## src/verilog/pmt_pkg.sv

```systemverilog
// constants, register map and field layout of the 8-bit period match timer
`default_nettype none
package pmt_pkg;
	// ==================================================
	// register offsets (byte addresses)
	localparam logic [11:0] PMT_OFS_COUNT   = 12'h000;
	localparam logic [11:0] PMT_OFS_PERIOD  = 12'h004;
	localparam logic [11:0] PMT_OFS_CONTROL = 12'h008;
	localparam logic [11:0] PMT_OFS_FLAG    = 12'h00C;
	localparam logic [11:0] PMT_OFS_ENABLE  = 12'h010;
	// ==================================================
	// control fields
	localparam int PMT_CTL_PRE_LSB  = 0;
	localparam int PMT_CTL_RUN_BIT  = 2;
	localparam int PMT_CTL_POST_LSB = 3;
	localparam int PMT_CTL_POST_MSB = 6;
	localparam int PMT_FLAG_BIT     = 0;
	// ==================================================
	// reset values
	localparam logic [7:0] PMT_RST_COUNT   = 8'h00;
	localparam logic [7:0] PMT_RST_PERIOD  = 8'hFF;
	localparam logic [6:0] PMT_RST_CONTROL = 7'h00;
	// ==================================================
	// timing: core clock cycles per instruction cycle, prescaler masks
	localparam int         PMT_IC_DIV   = 4;
	localparam logic [3:0] PMT_PRE_M1   = 4'h0;
	localparam logic [3:0] PMT_PRE_M4   = 4'h3;
	localparam logic [3:0] PMT_PRE_M16  = 4'hF;
endpackage
`default_nettype wire

```

## src/verilog/pmt_timer.sv

```systemverilog
// 8-bit period match timer with prescaler, postscaler, apb registers and interrupt
`timescale 1ns/1ps
`default_nettype none
module pmt_timer
	import pmt_pkg::*;
#(
	parameter int IC_DIV = PMT_IC_DIV
) (
	// clock and reset
	input  wire logic        pclk,
	input  wire logic        presetn,
	// apb slave
	input  wire logic        psel,
	input  wire logic        penable,
	input  wire logic        pwrite,
	input  wire logic [11:0] paddr,
	input  wire logic [31:0] pwdata,
	output logic      [31:0] prdata,
	output logic             pready,
	output logic             pslverr,
	// interrupt
	output logic             irq,
	// match outputs
	output logic             pwm_timebase,
	output logic             ssp_shift_clk
);

	// ==================================================
	// elaboration check
	generate
		if (IC_DIV < 1 || IC_DIV > 16) begin : g_bad_div
			$error("pmt_timer: IC_DIV must lie in 1..16");
		end
	endgenerate

	// ==================================================
	// prescale mask, shared by tick logic and checks
	function automatic logic [3:0] pre_mask(input logic [1:0] sel);
		logic [3:0] m;
		m = PMT_PRE_M16;
		if (sel == 2'b00) begin
			m = PMT_PRE_M1;
		end else if (sel == 2'b01) begin
			m = PMT_PRE_M4;
		end
		return m;
	endfunction

	// ==================================================
	// state
	logic [7:0]  count_r;
	logic [7:0]  period_r;
	logic [6:0]  control_r;
	logic        flag_r;
	logic        enable_r;
	logic [3:0]  qdiv_r;
	logic [3:0]  pre_cnt_r;
	logic [3:0]  post_cnt_r;
	logic        pready_r;
	logic [31:0] prdata_r;
	logic        pslverr_r;
	logic        irq_r;
	logic        match_r;
	logic        shift_r;

	// ==================================================
	// apb decode
	logic       acc;
	logic       wr_en;
	logic       rd_hit;
	logic       wr_count;
	logic       wr_period;
	logic       wr_control;
	logic       wr_flag;
	logic       wr_enable;
	logic [31:0] rd_val;

	assign acc   = psel & penable;
	assign wr_en = acc & pwrite & pready_r;

	always_comb begin
		rd_hit = 1'b1;
		rd_val = '0;
		if (paddr == PMT_OFS_COUNT) begin
			rd_val = {24'h000000, count_r};
		end else if (paddr == PMT_OFS_PERIOD) begin
			rd_val = {24'h000000, period_r};
		end else if (paddr == PMT_OFS_CONTROL) begin
			rd_val = {25'h0000000, control_r};
		end else if (paddr == PMT_OFS_FLAG) begin
			rd_val = {31'h00000000, flag_r};
		end else if (paddr == PMT_OFS_ENABLE) begin
			rd_val = {31'h00000000, enable_r};
		end else begin
			rd_hit = 1'b0;
		end
	end

	assign wr_count   = wr_en & (paddr == PMT_OFS_COUNT);
	assign wr_period  = wr_en & (paddr == PMT_OFS_PERIOD);
	assign wr_control = wr_en & (paddr == PMT_OFS_CONTROL);
	assign wr_flag    = wr_en & (paddr == PMT_OFS_FLAG);
	assign wr_enable  = wr_en & (paddr == PMT_OFS_ENABLE);

	// one wait state so that every bus output comes from a flop
	always_ff @(posedge pclk or negedge presetn) begin
		if (!presetn) begin
			pready_r  <= 1'b0;
			prdata_r  <= '0;
			pslverr_r <= 1'b0;
		end else begin
			pready_r  <= acc & ~pready_r;
			pslverr_r <= acc & ~pready_r & ~rd_hit;
			if (acc & ~pready_r & ~pwrite) begin
				prdata_r <= rd_val;
			end
		end
	end

	// ==================================================
	// control fields
	logic [1:0] pre_sel;
	logic       run;
	logic [3:0] post_sel;
	logic       scaler_clr;

	assign pre_sel    = control_r[PMT_CTL_PRE_LSB +: 2];
	assign run        = control_r[PMT_CTL_RUN_BIT];
	assign post_sel   = control_r[PMT_CTL_POST_MSB:PMT_CTL_POST_LSB];
	assign scaler_clr = wr_count | wr_control;

	always_ff @(posedge pclk or negedge presetn) begin
		if (!presetn) begin
			control_r <= PMT_RST_CONTROL;
		end else if (wr_control) begin
			control_r <= pwdata[6:0];
		end
	end

	always_ff @(posedge pclk or negedge presetn) begin
		if (!presetn) begin
			period_r <= PMT_RST_PERIOD;
		end else if (wr_period) begin
			period_r <= pwdata[7:0];
		end
	end

	// ==================================================
	// instruction clock: one tick every IC_DIV core clocks
	logic ic_tick;
	assign ic_tick = (qdiv_r == 4'(IC_DIV - 1));

	always_ff @(posedge pclk or negedge presetn) begin
		if (!presetn) begin
			qdiv_r <= '0;
		end else if (ic_tick) begin
			qdiv_r <= '0;
		end else begin
			qdiv_r <= qdiv_r + 4'h1;
		end
	end

	// ==================================================
	// prescaler; frozen while stopped to save power
	logic pre_tick;
	assign pre_tick = run & ic_tick & ((pre_cnt_r & pre_mask(pre_sel)) == pre_mask(pre_sel));

	always_ff @(posedge pclk or negedge presetn) begin
		if (!presetn) begin
			pre_cnt_r <= '0;
		end else if (scaler_clr) begin
			pre_cnt_r <= '0;
		end else if (run & ic_tick) begin
			pre_cnt_r <= pre_cnt_r + 4'h1;
		end
	end

	// ==================================================
	// count and match
	logic hit;
	logic post_fire;
	assign hit       = pre_tick & (count_r == period_r) & ~wr_count;
	assign post_fire = hit & ~wr_control & (post_cnt_r == post_sel);

	// a software write to the count wins over a coincident tick
	always_ff @(posedge pclk or negedge presetn) begin
		if (!presetn) begin
			count_r <= PMT_RST_COUNT;
		end else if (wr_count) begin
			count_r <= pwdata[7:0];
		end else if (hit) begin
			count_r <= '0;
		end else if (pre_tick) begin
			count_r <= count_r + 8'h01;
		end
	end

	always_ff @(posedge pclk or negedge presetn) begin
		if (!presetn) begin
			post_cnt_r <= '0;
		end else if (scaler_clr) begin
			post_cnt_r <= '0;
		end else if (hit) begin
			post_cnt_r <= (post_cnt_r == post_sel) ? 4'h0 : post_cnt_r + 4'h1;
		end
	end

	// unscaled match to pwm, halved toggle as serial shift clock
	always_ff @(posedge pclk or negedge presetn) begin
		if (!presetn) begin
			match_r <= 1'b0;
			shift_r <= 1'b0;
		end else begin
			match_r <= hit;
			shift_r <= shift_r ^ hit;
		end
	end

	// ==================================================
	// interrupt: sticky flag, set beats write-one-to-clear
	always_ff @(posedge pclk or negedge presetn) begin
		if (!presetn) begin
			flag_r <= 1'b0;
		end else if (post_fire) begin
			flag_r <= 1'b1;
		end else if (wr_flag & pwdata[PMT_FLAG_BIT]) begin
			flag_r <= 1'b0;
		end
	end

	always_ff @(posedge pclk or negedge presetn) begin
		if (!presetn) begin
			enable_r <= 1'b0;
		end else if (wr_enable) begin
			enable_r <= pwdata[PMT_FLAG_BIT];
		end
	end

	always_ff @(posedge pclk or negedge presetn) begin
		if (!presetn) begin
			irq_r <= 1'b0;
		end else begin
			irq_r <= flag_r & enable_r;
		end
	end

	assign prdata        = prdata_r;
	assign pready        = pready_r;
	assign pslverr       = pslverr_r;
	assign irq           = irq_r;
	assign pwm_timebase  = match_r;
	assign ssp_shift_clk = shift_r;

	// ==================================================
	// check helpers: spacing counters kept apart from the datapath counters
	// the gap counter is restarted on stop and on scaler clear, where the prescaler phase is legally unknown
	logic [4:0] core_cnt_r;
	logic [4:0] gap_cnt_r;
	logic       gap_ok_r;
	logic [4:0] gap_want;

	assign gap_want = (pre_sel == 2'b00) ? 5'h01 : ((pre_sel == 2'b01) ? 5'h04 : 5'h10);

	always_ff @(posedge pclk or negedge presetn) begin
		if (!presetn) begin
			core_cnt_r <= '0;
		end else if (ic_tick) begin
			core_cnt_r <= '0;
		end else begin
			core_cnt_r <= core_cnt_r + 5'h01;
		end
	end

	always_ff @(posedge pclk or negedge presetn) begin
		if (!presetn) begin
			gap_cnt_r <= '0;
			gap_ok_r  <= 1'b0;
		end else if (scaler_clr | ~run) begin
			gap_cnt_r <= '0;
			gap_ok_r  <= 1'b0;
		end else if (pre_tick) begin
			gap_cnt_r <= '0;
			gap_ok_r  <= 1'b1;
		end else if (ic_tick) begin
			gap_cnt_r <= gap_cnt_r + 5'h01;
		end
	end
endmodule
`default_nettype wire

```

## config.mk

```make
export PLATFORM = sky130hd
export DESIGN_NAME = pmt_timer
export DESIGN_NICKNAME = d
export VERILOG_FILES = /design/src/verilog/pmt_pkg.sv /design/src/verilog/pmt_timer.sv
export SDC_FILE = /design/constraint.sdc
export NUM_CORES = 1
export LEC_CHECK = 0
export BUFFER_PORTS_ARGS = -buffer_cell sky130_fd_sc_hd__buf_2
export CAP_MARGIN = 20
export CORE_ASPECT_RATIO = 0.9
export CORE_MARGIN = 3
export CORE_UTILIZATION = 35
export CTS_BUF_LIST = sky130_fd_sc_hd__clkbuf_8 sky130_fd_sc_hd__clkbuf_16
export DETAILED_ROUTE_END_ITERATION = 8
export RECOVER_POWER = 100
export SLEW_MARGIN = 5
export SYNTH_ARGS = -nofsm -noshare
export SYNTH_HDL_FRONTEND = slang
export SYNTH_SLANG_ARGS = --single-unit
```

## constraint.sdc

```tcl
create_clock -name pclk -period 3 [get_ports pclk]
set_input_delay 0.3 -clock pclk [delete_from_list [all_inputs] [get_ports pclk]]
set_output_delay 0.3 -clock pclk [all_outputs]
set_load 0.005 [all_outputs]
```

**Yosys cells after proc, flatten, opt, wreduce, memory -nomap -nowiden**

Cells that the tools add are included.

- Bitwise gates (word level): 27
- Reductions and logical operators: 6
- Muxes and demuxes: 23
- Add/sub/neg operators: 4
- Equality and inequality tests: 9

Operators with widths:

| operator | number |
|---|---|
| $mux 32 | 3 |
| $mux 4 | 8 |
| $eq 12x4->1 const B | 2 |
| $mux 8 | 3 |
| $and 1x1->1 | 19 |
| $add 4x1->4 const B | 3 |
| $eq 12x3->1 const B | 1 |
| $eq 12x5->1 const B | 1 |
| $logic_not 12->1 | 1 |
| $mux 1 | 9 |
| $add 8x1->8 const B | 1 |
| $eq 4x4->1 | 2 |
| $eq 8x8->1 | 1 |
| $reduce_bool 2->1 | 3 |
| $not 1->1 | 5 |
| $and 4x4->4 | 1 |
| $eq 4x2->1 const B | 1 |
| $reduce_bool 3->1 | 1 |
| $eq 2x1->1 const B | 1 |
| $logic_not 2->1 | 1 |
| $or 1x1->1 | 1 |
| $xor 1x1->1 | 1 |

- Bits in registers: 74
- Bits of input ports: 49
- Output and inout bits: 37

**Logic depth before layout (Yosys ltp)**

- Depth after elaboration: 11
- Gate-level depth with buffers: 8

**Worst setup path before layout**

OpenSTA, ideal clock, no wires.

- Path kind: input to register
- Start point: input paddr[9]
- End point: register period_r[0]
- Path buffers: 1
- Arrival time: 1.985 ns
- Library setup time: 0.082 ns
- Cell stages on the path: 5
- Path slack: 0.933 ns
- Cells stage by stage: or4_4 or2_1 buf_6 nor4_4 mux2_2

- Word-level cells in the longest chain between the ends: 2

RTL lines:

| item | RTL line | text |
|---|---|---|
| from (decl) | pmt_timer.sv:16 | `input wire logic [11:0] paddr,` |
| $eq 12x3->1 | pmt_timer.sv:100 | `assign wr_period = wr_en & (paddr == PMT_OFS_PERIOD);` |
| $and 1x1->1 | pmt_timer.sv:100 |  |
| to (signal assigned) | pmt_timer.sv:144 | `period_r <= pwdata[7:0];` |
| to (decl) | pmt_timer.sv:52 | `logic [7:0] period_r;` |

Every way passes these cells.
A chain may end at the register's enable or synchronous reset.

**Worst setup path in the final report**

Same ends and word-level chain as after synthesis.

==> results.toml <==
[outcome]
status = "finished, violations left"
violations = "capacitance limit, slew limit"

[worst_setup_path]
crit_path_end_kind = "flip-flop"
rrSetupSlack_ps = 610
reg2regPathDepth = 6
required_ps = 3230
worstPathMaxFanout = 8
path_buf_inv = 1
crit_family = "simple AND/OR/NAND/NOR gates"
rr_startpoint = "period_r[7]"
worst_setup_path_start_kind = "input port"
path_cells = "buf_2, or4_1, or2_0, nor4_2, mux2_2"
cp_slowest_stage_delay_ps = 990
crit_slowest_cell = "nor4_2"
critPathArrivalTime_ps = 2800
path_class = "input port to flip-flop"
reg2reg_to = "post_cnt_r[1]"

[cts]
clk_latency_ps = 300
clk_path_buf_depth = 2
cts-root-buf = "clkbuf_8"
cts_hold_buf = 0
cts.repair.resized = 0
cts_max_level = 2
clk_pin_slew_ps = 90
cts_sinks = 50
numCtsBuffers = 5
cts_tree = "yes"
cts_setup_buffers = 0

[die]
core-area_um2 = 7620
die_h_um = 90.6
rows = 30
die-area_um2 = 9070
ios = 86
chipWidth_um = 100
start_util = 0.366

[power]
cellPowerDensity_nw_per_um2 = 384
fin_total_pwr_mw = 1.17
vdd_ir_drop_max_v = 0.000242
leakage_nw = 1.35

[synth]
synth_edf_count = 0
syn_avg_cell_area_um2 = 9.61
syn_area_um2 = 2790
ys_seq_area_frac = 0.453
synthArstFlopShare = 1.00
ys_seq_elements = 50
ys_warn_count = 0
ys_types = 50
synthFlopType = "dfrtp_1"
syn_inst = 290

[global_route]
antenna_found_initial = 0
overflow = 0
grt_pass1_vias = 2151
grt_max_degree = 36
grtUsageTotal = 0.151
grt_pass1_wl_um = 10900

[layout]
fin_nets = 384
final_area_um2 = 3060
post-route-util = 0.401
drive_gt1_frac = 0.184
nFillCells = 791
n_antenna_cell = 0
area_growth_pct = 9.70
final_cells = 428

[route]
routedWlPerCell_um = 15.5
via_count = 2224
highest_layer = "met4"
wl_met2_um = 2880
final_antenna_net_count = 0
wirelength_um = 6610
via_per_inst = 5.20
drt-pass1-iter-count = 5
drc = 0
route.met3.wl_um = 622
wl_met1_um = 3060
dr.first_iter.drc_count = 187

[sta]
fin_ws_ps = 431
tightest_slew_ps = 1960
finalCritPeriodShare = 0.856
fmax_ghz = 0.389
fin_hold_ws_ps = 223
setup_tns_ps = 0
min_period_ps = 2570
rsz0062_at_grt = "false"
hold_viol = 0
finalMaxSlewViolations = 36
finalSetupViolations = 0
slew_headroom = -0.308
skew_ps = 4.74

[min_path]
min_from = "pwdata[6]"
min_path_cells = 3
min_path_type = "input port to flip-flop"
hold_path_end = "control_r[6]"

[placement]
place_congestion = 0.806
post-place-ws_ps = 536
port_buffers = 37
hpwlAfterDp_um = 4810
place_area_um2 = 3010
dp.cells = 420

[run]
drv_cap = 1
[where the power goes]
| part | internal [mW] | switching [mW] | total (mW) |
|---|---|---|---|
| clock | 0.183 | 0.223 | 0.407 |
| sequential | 0.683 | 0.00611 | 0.690 |
| combinational | 0.0253 | 0.0514 | 0.0767 |
| total | 0.892 | 0.281 | 1.17 |
[layout make-up]
cell class / count / area (um^2) / area share
clock buffers: 6 / 82.6 / 0.0270
clock inverters: 2 / 8.76 / 0.00287
inverters: 3 / 11.3 / 0.00368
multi-input cells: 226 / 1360 / 0.443
flip-flops and latches: 50 / 1260 / 0.413
well taps: 96 / 120 / 0.0393
repair buffers: 45 / 218 / 0.0712
[kinds of logic after synthesis]
kind of cell	Yosys count	synth area share
xor+xnor	17	0.0534
simple gates	113	0.212
compound gates	58	0.137
fa+ha+maj	4	0.0180
flops	50	0.453
mux	10	0.0400
buf+inv	37	0.0858
other cells	1	0.00135
[registers in the layout, summed over array words and instances, names as in the netlist]
| register | cells |
|---|---|
| pwm_timebase | 1 |
| enable_r | 1 |
| post_cnt_r | 4 |
| irq | 1 |
| qdiv_r | 4 |
| count_r | 8 |
| prdata | 8 |
| control_r | 7 |
| pready | 1 |
| pre_cnt_r | 4 |
| pslverr | 1 |
| ssp_shift_clk | 1 |
| period_r | 8 |
| flag_r | 1 |
[layout by cell type, fill, tap and decap left out, drive strengths merged, types with 8 or more instances in the layout]
cell,instances
xor2,16
a21oi,14
nand2,42
buf,33
nor3,9
clkbuf,18
nor2,20
dfrtp,42
conb,24
nand3,8
o21ai,16
dfstp,8
mux2,9
[routing by layer]
metal	track usage	vias to the layer above
met5	0	-
met4	0.0370	0
met1	0.227	1053
met2	0.218	92
li1	-	1074
met3	0.0332	5
[worst reg2reg max path: stages, from the launching register on]
cell      delay [ps]
dfstp_2          560
xor2_1            70
nor4_1           510
nand2_1          150
clkbuf_1         260
nor3_1           540
mux2i_1          240
[worst max-delay path by stage]
stage / startpoint / end / slack (ps) / cells after the start
floorplan: paddr[9] / period_r[0] / 930 / 5
global placement: paddr[9] / period_r[2] / 570 / 5
detailed placement: paddr[9] / period_r[7] / 540 / 5
CTS: qdiv_r[0] / count_r[4] / 760 / 7
global route: paddr[9] / period_r[5] / 320 / 5
finish: paddr[9] / period_r[0] / 430 / 5
[synth_stat cells (3+ instances only)]
cell | count | share of area
or3_1 | 4 | 0.0090
nor3_1 | 6 | 0.011
nand2_1 | 42 | 0.057
nor2_1 | 20 | 0.027
a222oi_1 | 4 | 0.014
nand3_1 | 8 | 0.014
and2_1 | 4 | 0.0090
buf_4 | 24 | 0.065
nand3b_1 | 5 | 0.013
or4_1 | 4 | 0.011
ha_1 | 4 | 0.018
dfstp_2 | 8 | 0.075
nor4_1 | 3 | 0.0067
xor2_1 | 16 | 0.050
dfrtp_1 | 42 | 0.38
a31oi_1 | 6 | 0.013
mux2_2 | 9 | 0.036
clkbuf_1 | 7 | 0.0094
o21ai_0 | 16 | 0.029
nand4_1 | 4 | 0.0090
inv_1 | 3 | 0.0040
a21oi_1 | 14 | 0.025
and3_1 | 3 | 0.0067
o311ai_0 | 3 | 0.0094
Note: power is estimated with default switching activity, not from simulation.
